`src/rtl/rtc_alarm_pkg.sv`:
```
package rtc_alarm_pkg;

    // Register offsets on the 8-bit register port.
    localparam logic [7:0] OFF_CUR_MINUTE = 8'h01;
    localparam logic [7:0] OFF_CUR_HOUR = 8'h02;
    localparam logic [7:0] OFF_CUR_WEEKDAY = 8'h03;
    localparam logic [7:0] OFF_CUR_DATE = 8'h04;
    localparam logic [7:0] OFF_MINUTE_ALARM = 8'h08;
    localparam logic [7:0] OFF_HOUR_ALARM = 8'h09;
    localparam logic [7:0] OFF_WEEKDAY_ALARM = 8'h0A;
    localparam logic [7:0] OFF_EXT_CONTROL = 8'h0D;
    localparam logic [7:0] OFF_EVENT_FLAGS = 8'h0E;
    localparam logic [7:0] OFF_IRQ_CONTROL = 8'h0F;
    localparam logic [7:0] OFF_PIN_STATUS = 8'h10;

    // Field positions.
    localparam int EXCLUDE_BIT = 7;
    localparam int WDAY_SEL_BIT = 6;
    localparam int TICK_SEL_BIT = 5;
    localparam int TICK_FLAG_BIT = 5;
    localparam int ALARM_FLAG_BIT = 3;
    localparam int TICK_IE_BIT = 5;
    localparam int ALARM_IE_BIT = 3;
    localparam int SW_RESET_BIT = 0;

    // Read masks: bits outside a mask are fixed zero.
    localparam logic [7:0] MINUTE_MASK = 8'h7F;
    localparam logic [7:0] HOUR_MASK = 8'h3F;
    localparam logic [7:0] WEEKDAY_MASK = 8'h7F;
    localparam logic [7:0] DATE_MASK = 8'h3F;
    localparam logic [7:0] CTRL_MASK = 8'hFD;
    localparam logic [7:0] BYTE_ZERO = 8'h00;

    // Reset values of the writable registers.
    localparam logic [7:0] ALARM_RESET = 8'h00;
    localparam logic [7:0] EXT_RESET = 8'h00;
    localparam logic [7:0] CTRL_RESET = 8'h00;

    // Time-update hold of the interrupt output.
    localparam real TICK_HOLD_MS = 7.1825;
    localparam real CLK_PERIOD_NS = 5.0;
    localparam int TICK_HOLD_CYCLES = $rtoi(TICK_HOLD_MS * 1.0e6 / CLK_PERIOD_NS);
    localparam int TICK_CNT_W = 21;

    // Running calendar from the timekeeping counters.
    typedef struct packed {
        logic [7:0] minute;
        logic [7:0] hour;
        logic [7:0] weekday;
        logic [7:0] date;
    } calendar_t;

    // One access on the register port.
    typedef struct packed {
        logic wr;
        logic rd;
        logic [7:0] addr;
        logic [7:0] wdata;
    } reg_req_t;

    typedef enum logic [1:0] {
        TICK_IDLE = 2'b01,
        TICK_HOLD = 2'b10
    } tick_state_t;

endpackage

```
`src/rtl/rtc_alarm_irq.sv`:
```
`timescale 1ns/10ps

// Overview of operation
// RL1 - Tick event with tick interrupt disabled leaves the interrupt pin released.
// RL2 - Clearing the tick interrupt enable releases a tick-driven low at once.
// RL3 - Enabled tick event pulls the pin low, released automatically within 7.8 ms.
// RL4 - The pin is shared; one source disabled never blocks another active source.
// RL5 - Enabled alarm fields equal to the calendar set the alarm flag.
// RL6 - An alarm equal to present time fires only when counters advance into it.
// RL7 - Alarm flag stays set until software writes zero; writing one does nothing.
// RL8 - Enabled alarm holds the pin low until flag or enable is cleared.
// RL9 - Dropping the alarm enable releases the pin at once; re-enabling reasserts.
// RL10 - Clearing the alarm flag releases the pin at once.
// RL11 - Alarm with enable off still sets the flag but keeps the pin released.
// RL12 - While the software reset bit is set no alarm event occurs.
// RL13 - Select bit zero compares weekdays; one compares the date.
// RL14 - Weekday mode matches when the current weekday bit is set in the alarm.
// RL15 - Bit 7 of an alarm register removes it from the comparison.
// RL16 - All three exclude bits set gives an alarm every minute.
// RL17 - Alarm minute, hour and date are BCD compared with the time counters.
// RL18 - Bit 6 of hour and date alarm is plain storage, ignored by matching.
// RL19 - Fixed zero bits ignore writes and read zero.
// RL20 - Host keeps alarm enable zero when alarm registers serve as storage.
// RL21 - Host should clear alarm enable before changing alarm settings.
// RL22 - Tick flag sets on each second or minute update and holds until cleared.
module rtc_alarm_irq
    import rtc_alarm_pkg::*;
#(
    parameter int HOLD_CYCLES = TICK_HOLD_CYCLES
)
(
    // Clock, reset and clock enable.
    input wire logic clk,
    input wire logic rst_n,
    input wire logic clk_en,
    // Register port.
    input wire reg_req_t reg_req,
    output logic [7:0] reg_rdata,
    // Calendar and update pulses from the timekeeping counters.
    input wire calendar_t calendar,
    input wire logic second_tick,
    input wire logic minute_tick,
    // Software reset bit for the neighbouring counters.
    output logic sw_reset,
    // Open-drain interrupt pin.
    input wire logic irq_in,
    output logic irq_out,
    output logic irq_oe
);

    logic [7:0] minute_alarm;
    logic [7:0] hour_alarm;
    logic [7:0] weekday_alarm;
    logic [7:0] extension_control;
    logic [7:0] interrupt_control;
    logic tick_event_flag;
    logic alarm_flag;
    logic alarm_drive;
    calendar_t cal_q;
    tick_state_t tick_state;
    tick_state_t next_tick_state;
    logic [TICK_CNT_W-1:0] tick_count;
    logic [TICK_CNT_W-1:0] next_tick_count;
    logic pin_meta;
    logic pin_level;

    // Address decode of writes.
    wire wr_min_alarm = reg_req.wr && reg_req.addr == OFF_MINUTE_ALARM;
    wire wr_hour_alarm = reg_req.wr && reg_req.addr == OFF_HOUR_ALARM;
    wire wr_wday_alarm = reg_req.wr && reg_req.addr == OFF_WEEKDAY_ALARM;
    wire wr_ext = reg_req.wr && reg_req.addr == OFF_EXT_CONTROL;
    wire wr_flags = reg_req.wr && reg_req.addr == OFF_EVENT_FLAGS;
    wire wr_ctrl = reg_req.wr && reg_req.addr == OFF_IRQ_CONTROL;

    // Values after this cycle's write; the pin logic uses them so a clear acts at once.
    wire [7:0] next_ctrl = wr_ctrl ? (reg_req.wdata & CTRL_MASK) : interrupt_control; // RL19
    wire next_tick_ie = next_ctrl[TICK_IE_BIT];
    wire next_alarm_ie = next_ctrl[ALARM_IE_BIT];
    wire wday_select = extension_control[WDAY_SEL_BIT];
    wire tick_select = extension_control[TICK_SEL_BIT];
    assign sw_reset = interrupt_control[SW_RESET_BIT];

    // Update events follow the period select; the software reset holds them off.
    wire tick_event = (tick_select ? minute_tick : second_tick) && !sw_reset; // RL22

    // Flag clears: writing zero clears, writing one is ignored, and a set wins.
    wire clr_tick_flag = wr_flags && !reg_req.wdata[TICK_FLAG_BIT];
    wire clr_alarm_flag = wr_flags && !reg_req.wdata[ALARM_FLAG_BIT];
    wire next_tick_flag = tick_event || (tick_event_flag && !clr_tick_flag); // RL22

    // Field matches; an excluded field always agrees, bit 6 of hour and date is ignored.
    wire min_ok = minute_alarm[EXCLUDE_BIT] ||
        ((minute_alarm & MINUTE_MASK) == (calendar.minute & MINUTE_MASK)); // RL15 RL17
    wire hour_ok = hour_alarm[EXCLUDE_BIT] ||
        ((hour_alarm & HOUR_MASK) == (calendar.hour & HOUR_MASK)); // RL17 RL18
    wire date_hit = (weekday_alarm & DATE_MASK) == (calendar.date & DATE_MASK); // RL18
    wire wday_hit = |(weekday_alarm & calendar.weekday & WEEKDAY_MASK); // RL14
    wire day_ok = weekday_alarm[EXCLUDE_BIT] || (wday_select ? date_hit : wday_hit); // RL13 RL16
    wire alarm_match = min_ok && hour_ok && day_ok; // RL5

    // A match counts only on the cycle the calendar moves into it, so an alarm
    // written equal to the present time waits for its next occurrence.
    wire cal_moved = calendar != cal_q; // RL6
    wire alarm_event = alarm_match && cal_moved && !sw_reset; // RL5 RL12
    wire next_alarm_flag = alarm_event || (alarm_flag && !clr_alarm_flag); // RL7
    wire next_alarm_drive = next_alarm_flag && next_alarm_ie; // RL8 RL9 RL10 RL11

    // Pin drive: the output is a fixed low, the enable is the OR of both sources.
    assign irq_out = 1'b0;
    assign irq_oe = alarm_drive || tick_state == TICK_HOLD; // RL4

    // Tick hold sequencer: low for a fixed hold after each enabled update event.
    always_comb
    begin
        next_tick_state = tick_state;
        next_tick_count = tick_count;
        unique case (tick_state)
            TICK_IDLE:
            begin
                if (tick_event && next_tick_ie) // RL1
                begin
                    next_tick_state = TICK_HOLD;
                    next_tick_count = '0;
                end
            end
            TICK_HOLD:
            begin
                if (!next_tick_ie) // RL2
                begin
                    next_tick_state = TICK_IDLE;
                end
                else if (tick_event)
                begin
                    next_tick_count = '0;
                end
                else if (tick_count == TICK_CNT_W'(HOLD_CYCLES - 1)) // RL3
                begin
                    next_tick_state = TICK_IDLE;
                end
                else
                begin
                    next_tick_count = tick_count + 1'b1;
                end
            end
            default:
            begin
                next_tick_state = TICK_IDLE;
            end
        endcase
    end

    // Read selection; fixed-zero bits are masked off.
    logic [7:0] rd_value;
    always_comb
    begin
        unique case (reg_req.addr)
            OFF_CUR_MINUTE: rd_value = calendar.minute & MINUTE_MASK; // RL19
            OFF_CUR_HOUR: rd_value = calendar.hour & HOUR_MASK;
            OFF_CUR_WEEKDAY: rd_value = calendar.weekday & WEEKDAY_MASK;
            OFF_CUR_DATE: rd_value = calendar.date & DATE_MASK;
            OFF_MINUTE_ALARM: rd_value = minute_alarm;
            OFF_HOUR_ALARM: rd_value = hour_alarm;
            OFF_WEEKDAY_ALARM: rd_value = weekday_alarm;
            OFF_EXT_CONTROL: rd_value = extension_control;
            OFF_EVENT_FLAGS:
            begin
                rd_value = BYTE_ZERO;
                rd_value[TICK_FLAG_BIT] = tick_event_flag;
                rd_value[ALARM_FLAG_BIT] = alarm_flag;
            end
            OFF_IRQ_CONTROL: rd_value = interrupt_control;
            OFF_PIN_STATUS: rd_value = {7'h00, pin_level};
            default: rd_value = BYTE_ZERO;
        endcase
    end

    // Register file; the calendar rows are read-only views of the counters.
    always_ff @(posedge clk)
    begin
        if (!rst_n)
        begin
            minute_alarm <= ALARM_RESET;
            hour_alarm <= ALARM_RESET;
            weekday_alarm <= ALARM_RESET;
            extension_control <= EXT_RESET;
            interrupt_control <= CTRL_RESET;
        end
        else if (clk_en)
        begin
            if (wr_min_alarm) minute_alarm <= reg_req.wdata;
            if (wr_hour_alarm) hour_alarm <= reg_req.wdata; // RL18
            if (wr_wday_alarm) weekday_alarm <= reg_req.wdata;
            if (wr_ext) extension_control <= reg_req.wdata;
            interrupt_control <= next_ctrl;
        end
    end

    // Flags, pin state and the calendar snapshot used to see it move.
    always_ff @(posedge clk)
    begin
        if (!rst_n)
        begin
            tick_event_flag <= 1'b0;
            alarm_flag <= 1'b0;
            alarm_drive <= 1'b0;
            tick_state <= TICK_IDLE;
            tick_count <= '0;
            cal_q <= '0;
        end
        else if (clk_en)
        begin
            tick_event_flag <= next_tick_flag;
            alarm_flag <= next_alarm_flag;
            alarm_drive <= next_alarm_drive;
            tick_state <= next_tick_state;
            tick_count <= next_tick_count;
            cal_q <= calendar;
        end
    end

    // Read data stand only in the cycle after the read strobe.
    always_ff @(posedge clk)
    begin
        if (!rst_n)
        begin
            reg_rdata <= BYTE_ZERO;
        end
        else if (clk_en)
        begin
            reg_rdata <= reg_req.rd ? rd_value : BYTE_ZERO;
        end
    end

    // The pin level comes from outside the clock domain, so it is synchronised.
    always_ff @(posedge clk)
    begin
        if (!rst_n)
        begin
            pin_meta <= 1'b1;
            pin_level <= 1'b1;
        end
        else if (clk_en)
        begin
            pin_meta <= irq_in;
            pin_level <= pin_meta;
        end
    end

    // Checks next to the logic they guard.
    a_tick_disabled_quiet: assert property ( // RL1
        @(posedge clk) disable iff (!rst_n)
        clk_en && tick_event && !next_tick_ie && tick_state == TICK_IDLE
        |=> tick_state == TICK_IDLE)
        else $error("tick event drove pin with enable off");

    a_tick_enable_release: assert property ( // RL2
        @(posedge clk) disable iff (!rst_n)
        clk_en && wr_ctrl && !reg_req.wdata[TICK_IE_BIT] && !next_alarm_drive |=> !irq_oe)
        else $error("pin not released after tick enable cleared");

    a_tick_hold_bound: assert property ( // RL3
        @(posedge clk) disable iff (!rst_n)
        tick_state == TICK_HOLD |-> tick_count < TICK_CNT_W'(HOLD_CYCLES))
        else $error("tick hold exceeded its limit");

    a_tick_starts_low: assert property ( // RL3
        @(posedge clk) disable iff (!rst_n)
        clk_en && tick_event && next_tick_ie |=> irq_oe && !irq_out)
        else $error("enabled tick event did not pull pin low");

    a_shared_pin_drive: assert property ( // RL4
        @(posedge clk) disable iff (!rst_n)
        alarm_drive || tick_state == TICK_HOLD |-> irq_oe && !irq_out)
        else $error("active source not driving pin");

    a_alarm_sets_flag: assert property ( // RL5
        @(posedge clk) disable iff (!rst_n)
        clk_en && alarm_event |=> alarm_flag)
        else $error("alarm event did not set flag");

    a_alarm_needs_advance: assert property ( // RL6
        @(posedge clk) disable iff (!rst_n)
        calendar == cal_q |-> !alarm_event)
        else $error("alarm fired without calendar advance");

    a_alarm_flag_sticky: assert property ( // RL7
        @(posedge clk) disable iff (!rst_n)
        alarm_flag && !(clk_en && clr_alarm_flag) |=> alarm_flag)
        else $error("alarm flag dropped without a zero write");

    a_alarm_drive_follows: assert property ( // RL8
        @(posedge clk) disable iff (!rst_n)
        alarm_drive == (alarm_flag && interrupt_control[ALARM_IE_BIT]))
        else $error("alarm drive differs from flag and enable");

    a_alarm_clear_release: assert property ( // RL10
        @(posedge clk) disable iff (!rst_n)
        clk_en && clr_alarm_flag && !alarm_event && tick_state == TICK_IDLE
        && next_tick_state == TICK_IDLE |=> !irq_oe)
        else $error("pin not released after alarm flag cleared");

    a_soft_reset_mute: assert property ( // RL12
        @(posedge clk) disable iff (!rst_n)
        sw_reset |-> !alarm_event)
        else $error("alarm event during software reset");

    a_weekday_mode_match: assert property ( // RL14
        @(posedge clk) disable iff (!rst_n)
        !wday_select && !weekday_alarm[EXCLUDE_BIT]
        |-> day_ok == |(weekday_alarm[6:0] & calendar.weekday[6:0]))
        else $error("weekday comparison wrong");

    a_date_mode_match: assert property ( // RL13
        @(posedge clk) disable iff (!rst_n)
        wday_select && !weekday_alarm[EXCLUDE_BIT]
        |-> day_ok == (weekday_alarm[5:0] == calendar.date[5:0]))
        else $error("date comparison wrong");

    a_alarm_ie_release: assert property ( // RL9
        @(posedge clk) disable iff (!rst_n)
        clk_en && wr_ctrl && !reg_req.wdata[ALARM_IE_BIT]
        |=> !alarm_drive)
        else $error("alarm drive kept after enable cleared");

    a_alarm_off_quiet: assert property ( // RL11
        @(posedge clk) disable iff (!rst_n)
        clk_en && alarm_event && !next_alarm_ie
        |=> alarm_flag && !alarm_drive)
        else $error("disabled alarm drove the pin or lost its flag");

    a_all_exclude_minute: assert property ( // RL16
        @(posedge clk) disable iff (!rst_n)
        minute_alarm[EXCLUDE_BIT] && hour_alarm[EXCLUDE_BIT] && weekday_alarm[EXCLUDE_BIT]
        && cal_moved && !sw_reset |-> alarm_event)
        else $error("fully excluded alarm missed a calendar step");

    a_tick_flag_sticky: assert property ( // RL22
        @(posedge clk) disable iff (!rst_n)
        (clk_en && tick_event) || (tick_event_flag && !(clk_en && clr_tick_flag))
        |=> tick_event_flag)
        else $error("tick flag not set or dropped without a zero write");

    a_ctrl_fixed_zero: assert property ( // RL19
        @(posedge clk) disable iff (!rst_n)
        (interrupt_control & ~CTRL_MASK) == BYTE_ZERO)
        else $error("fixed zero control bit was stored");

endmodule // rtc_alarm_irq

```
`config.mk`:
```
export PLATFORM = sky130hd
export DESIGN_NAME = rtc_alarm_irq
export DESIGN_NICKNAME = d
export VERILOG_FILES = /design/src/rtl/rtc_alarm_pkg.sv /design/src/rtl/rtc_alarm_irq.sv
export SDC_FILE = /design/constraint.sdc
export NUM_CORES = 1
export LEC_CHECK = 0
export BUFFER_PORTS_ARGS = -buffer_cell sky130_fd_sc_hd__buf_2
export CAP_MARGIN = 20
export CORE_MARGIN = 5
export CORE_UTILIZATION = 36
export CTS_BUF_LIST = sky130_fd_sc_hd__clkbuf_16
export CTS_CLUSTER_SIZE = 25
export DETAILED_ROUTE_END_ITERATION = 16
export SYNTH_ARGS = -nofsm -noshare
export SYNTH_HDL_FRONTEND = slang
export SYNTH_SLANG_ARGS = --single-unit
```
`constraint.sdc`:
```
create_clock -name clk -period 2.8 [get_ports clk]
set_input_delay 0.7 -clock clk [delete_from_list [all_inputs] [get_ports clk]]
set_output_delay 0.7 -clock clk [all_outputs]
set_load 0.05 [all_outputs]
```
Word-level counts from Yosys, hierarchy flattened --
Index checks and enable logic that the tools add are counted.
Cells by class: equal/unequal tests 23, mux-type cells 15, bitwise gates (word level) 1, reductions and logical operators 37, $add $sub $neg 1
Operators with widths (number):
- $pmux 8 s11 | 1
- $mux 21 | 4
- $eq 8x4->1 const B | 6
- $pmux 21 s2 | 1
- $ne 32x32->1 | 1
- $add 21x1->21 const B | 1
- $eq 21x21->1 const B | 1
- $logic_and 1x1->1 | 17
- $eq 8x2->1 const B | 2
- $eq 6x6->1 | 2
- $reduce_and 2->1 | 5
- $eq 8x1->1 const B | 1
- $eq 8x3->1 const B | 1
- $eq 8x5->1 const B | 1
- $mux 2 | 4
- $mux 8 | 1
- $and 7x7->7 | 1
- $eq 7x7->1 | 1
- $reduce_or 7->1 | 1
- $logic_or 1x1->1 | 6
- $mux 6 | 1
- $ne 3x3->1 const B | 2
- $logic_not 1->1 | 5
- $reduce_and 5->1 | 1
- other kinds (8) | 10
Storage, ports and cells: word-level logic and storage cells 95, flip-flop bits (word level) 107

Depth between registers and ports, before layout --
word-level depth 9, gate-level depth with buffers 9, depth with buffers taken out 7

Worst setup path before layout --
Ideal clock, no wire load.
path kind input to register, start point in reg_req[11] (netlist name), end point reg tick_count[10], cell stages on the path 7, slack 0.307 ns, arrival time 2.423 ns, path buffers 1, path through clkbuf_1 and4_1 nand4_1 a221oi_2 o31ai_4 or4_1 a21oi_1
On the way: word-level cells in the longest chain between the ends 6, elaborated cells on any way between the ends 7, classes of those cells 3 x eq/ne; 1 x mux; 3 x reduce/logical
Ends and longest elaborated chain:
- from (decl) | line rtc_alarm_irq.sv:37 | input wire reg_req_t reg_req,
- $eq 8x4->1 * | line rtc_alarm_irq.sv:73 | wire wr_ctrl = reg_req.wr && reg_req.addr == OFF_IRQ_CONTROL;
- $logic_and 1x1->1 * | line rtc_alarm_irq.sv:73
- $mux 6 * | line rtc_alarm_irq.sv:76 | wire [7:0] next_ctrl = wr_ctrl ? (reg_req.wdata & CTRL_MASK) : interrupt_control;
- $logic_and 1x1->1 | line rtc_alarm_irq.sv:120 | if (tick_event && next_tick_ie)
- $ne 2x2->1 (no source line)
- $reduce_and 5->1 (no source line) *
- to (signal assigned) | line rtc_alarm_irq.sv:216 | tick_count <= next_tick_count;
- to (decl) | line rtc_alarm_irq.sv:62 | logic [TICK_CNT_W-1:0] tick_count;
Mark *: on every way between the ends. The rest lies on a longest branch, timed or not. A chain may end at the register's enable or synchronous reset.

Final worst setup path --
start point in reg_req[13] (netlist name), end point reg tick_count[10]
Same word-level chain as after synthesis.

==> flow_metrics.tcl <==
set metrics [dict create \
    grt_pass1_wl_um 27200 \
    stdcell_area_um2 6880 \
    cap_violations 0 \
    cts-root-buf "clkbuf_16" \
    dp.cells 924 \
    rsz0062_at_grt "false" \
    p_per_area_nw_per_um2 469 \
    start_kind "input pin" \
    min_period_over_period 0.873 \
    crit_fanout 33 \
    cts_buffers 9 \
    crit_path_top_delay_cell "or4_1" \
    ys_seq_area_frac 0.361 \
    die_w_um 138 \
    final_common_cell "dfxtp_1" \
    synth_top_area_cell "dfxtp_1" \
    fin_crit_ps 2440 \
    path_cells "buf_2 > nor4_4 > nand4_1 > a221oi_2 > o31ai_4 > buf_12 > or4_1 > a21oi_1" \
    setup-tns-final_ps 0 \
    row_count 47 \
    grt_start_max_net_pins 67 \
    grt_overflow 0 \
    ys_types 69 \
    synth_edf_count 0 \
    grt-busiest-layer "met2" \
    ys_ff_latch 107 \
    path_clk_slew_ps 80 \
    cp-startpoint "reg_req[13]" \
    coreArea_um2 16300 \
    min_path_type "reg -> reg" \
    worst_pin_slew_ps 648 \
    syn-num-nets 708 \
    io_buffers 65 \
    nets 774 \
    drt_iter0_drc 415 \
    die-area_um2 19100 \
    start_util 0.363 \
    syn-cell-area_um2 5930 \
    setup_viol_count_final 0 \
    grt_util_met1 0.231 \
    synthCells 649 \
    antenna_found_initial 1 \
    dieHeight_um 138 \
    synthArstFlopShare 0 \
    required_ps 3080 \
    grt.total_usage 0.175 \
    clock_latency_ps 360 \
    ctsHoldBuffers 0 \
    htree_levels 3 \
    area_delta_synth_final_pct 16.0 \
    grt_util_met3 0.0394 \
    cts_resized 0 \
    vias_per_cell 5.39 \
    vias 5071 \
    crit_type "in -> reg" \
    drv_slew 0 \
    cp.arrival_ps 2730 \
    reg2reg_depth 8 \
    fmax_ghz 0.409 \
    layout_common_cells "107 x dfxtp_1, 76 x mux2i_1, 69 x nor2b_1" \
    p_total_mw 3.22 \
    dr.pass1.iters 5 \
    wl_per_cell_um 17.7 \
    r2r_setup_slack_ps 450 \
    synthTopCellsByArea "dfxtp_1 36%, mux2i_1 13%, nor2b_1 7.3%, xor2_1 5.9%, nand2_1 3.3%" \
    cts_tree "built" \
    cp-endpoint "tick_count[10]" \
    synth_top_cell_area_share 0.361 \
    stdcell_count 940 \
    ir_worst_vdd_mv 0.315 \
    cts_setup_buffers 0 \
    status "finished clean" \
    final-hold-violation-count 0 \
    synth_flop_cell "dfxtp_1" \
    place_hpwl_um 12400 \
    cp_slowest_stage_delay_ps 500 \
    end_kind "flop" \
    fin_skew_ps 8.73 \
    clock_sinks 107 \
    syn_area_per_cell_um2 9.13 \
    place_area_um2 6580 \
    routed_wl_um 16600 \
    preCtsSetupSlack_ps -33.4 \
    grt_util_met2 0.286 \
    regToRegStartpoint "tick_count[0]" \
    max_slew_margin 0.568 \
    ios 67 \
    grt_pass1_vias 5108 \
    drcViolationCount 0 \
    yosys_warnings 0 \
    drive_above_1_share 0.179 \
    diodes 0 \
    fin_ws_ps 355 \
    gp_congestion 0.907 \
    cts_buffer_depth 2 \
    timing.rr.end "tick_count[10]" \
    power.leakage_nw 2.66 \
    final_antenna_net_count 0 \
]
[how the worst min path moves through the flow]
| stage | startpoint | to | slack, ps | depth (start not counted) |
|---|---|---|---|---|
| floorplan | extension_control[7] | extension_control[7] | 440 | 2 |
| global placement | reg_rdata[6] | reg_rdata[6] | 440 | 2 |
| detailed placement | reg_rdata[6] | reg_rdata[6] | 460 | 2 |
| CTS | reg_rdata[6] | reg_rdata[6] | 470 | 2 |
| global route | extension_control[1] | extension_control[1] | 490 | 2 |
| finish | reg_rdata[4] | reg_rdata[4] | 460 | 2 |
[where the power goes]
| part | internal [mW] | switching, mW | leakage [nW] |
|---|---|---|---|
| clock | 0.630 | 0.647 | 0.146 |
| combinational | 0.157 | 0.213 | 1.65 |
| sequential | 1.55 | 0.0219 | 0.869 |
[metal layers]
metal | vias up | part of all wire
met5 | - | 0.0010
met4 | 2 | 0.017
met3 | 23 | 0.063
met2 | 161 | 0.47
met1 | 2416 | 0.45
li1 | 2469 | -
[registers in the layout, indices dropped and copies added (netlist names), 2 cells and up]
signal             count
reg_rdata              8
extension_control      8
interrupt_control      7
tick_state             2
tick_count            21
hour_alarm             8
weekday_alarm          8
minute_alarm           8
cal_q                 32
[synthesized netlist by cell type (4+ instances only)]
library cell / number
dfxtp_1: 107
mux2i_1: 76
nor2b_1: 69
nand2_1: 52
xor2_1: 40
clkbuf_1: 22
a21oi_1: 21
nor2_1: 20
nand3_1: 17
o21ai_0: 14
or3_1: 13
nand4_1: 12
o21ai_1: 12
xnor2_1: 12
a21boi_0: 10
a22oi_1: 10
nor4_1: 10
nand2b_1: 7
nor3_1: 7
and3_1: 6
a21boi_1: 5
and4_1: 5
buf_1: 5
buf_2: 5
inv_1: 5
o221a_1: 5
o31ai_1: 5
or2_2: 5
a221oi_1: 4
nand3b_1: 4
[cell type report]
| class | count | area, um2 |
|---|---|---|
| fillers | 1680 | 9470 |
| multi-input cells | 501 | 3600 |
| flip-flops and latches | 107 | 2140 |
| repair buffers | 91 | 546 |
| well taps | 220 | 275 |
| clock buffers | 9 | 225 |
| clock inverters | 7 | 67.6 |
| inverters | 5 | 18.8 |
[stage by stage]
step                      hold slack [ps]   util
after detailed placement              455  0.403
after global placement                445  0.403
after floorplan                       440      -
after global routing                  491  0.421
final                                 463  0.421
after CTS                             466  0.421
[cells by family (layout without fill, tap and decap cells)]
family          after synthesis  count (layout)  synth area share
compound gates              119             119             0.146
xor+xnor                     52              52            0.0768
fa+ha+maj                     3               3           0.00633
buf+inv                      41             112            0.0308
flops                       107             107             0.361
mux                          80              80             0.138
other cells                   1               1          0.000633
simple gates                246             246             0.240
[worst max-delay path, delay by kind of cell]
family / cells / cell delay [ps]
AND/OR/NAND/NOR: 3 / 1020
AO/OA/AOI/OAI: 3 / 690
buffers and inverters: 2 / 300
No activity file was read; power rests on OpenSTA's default activity.
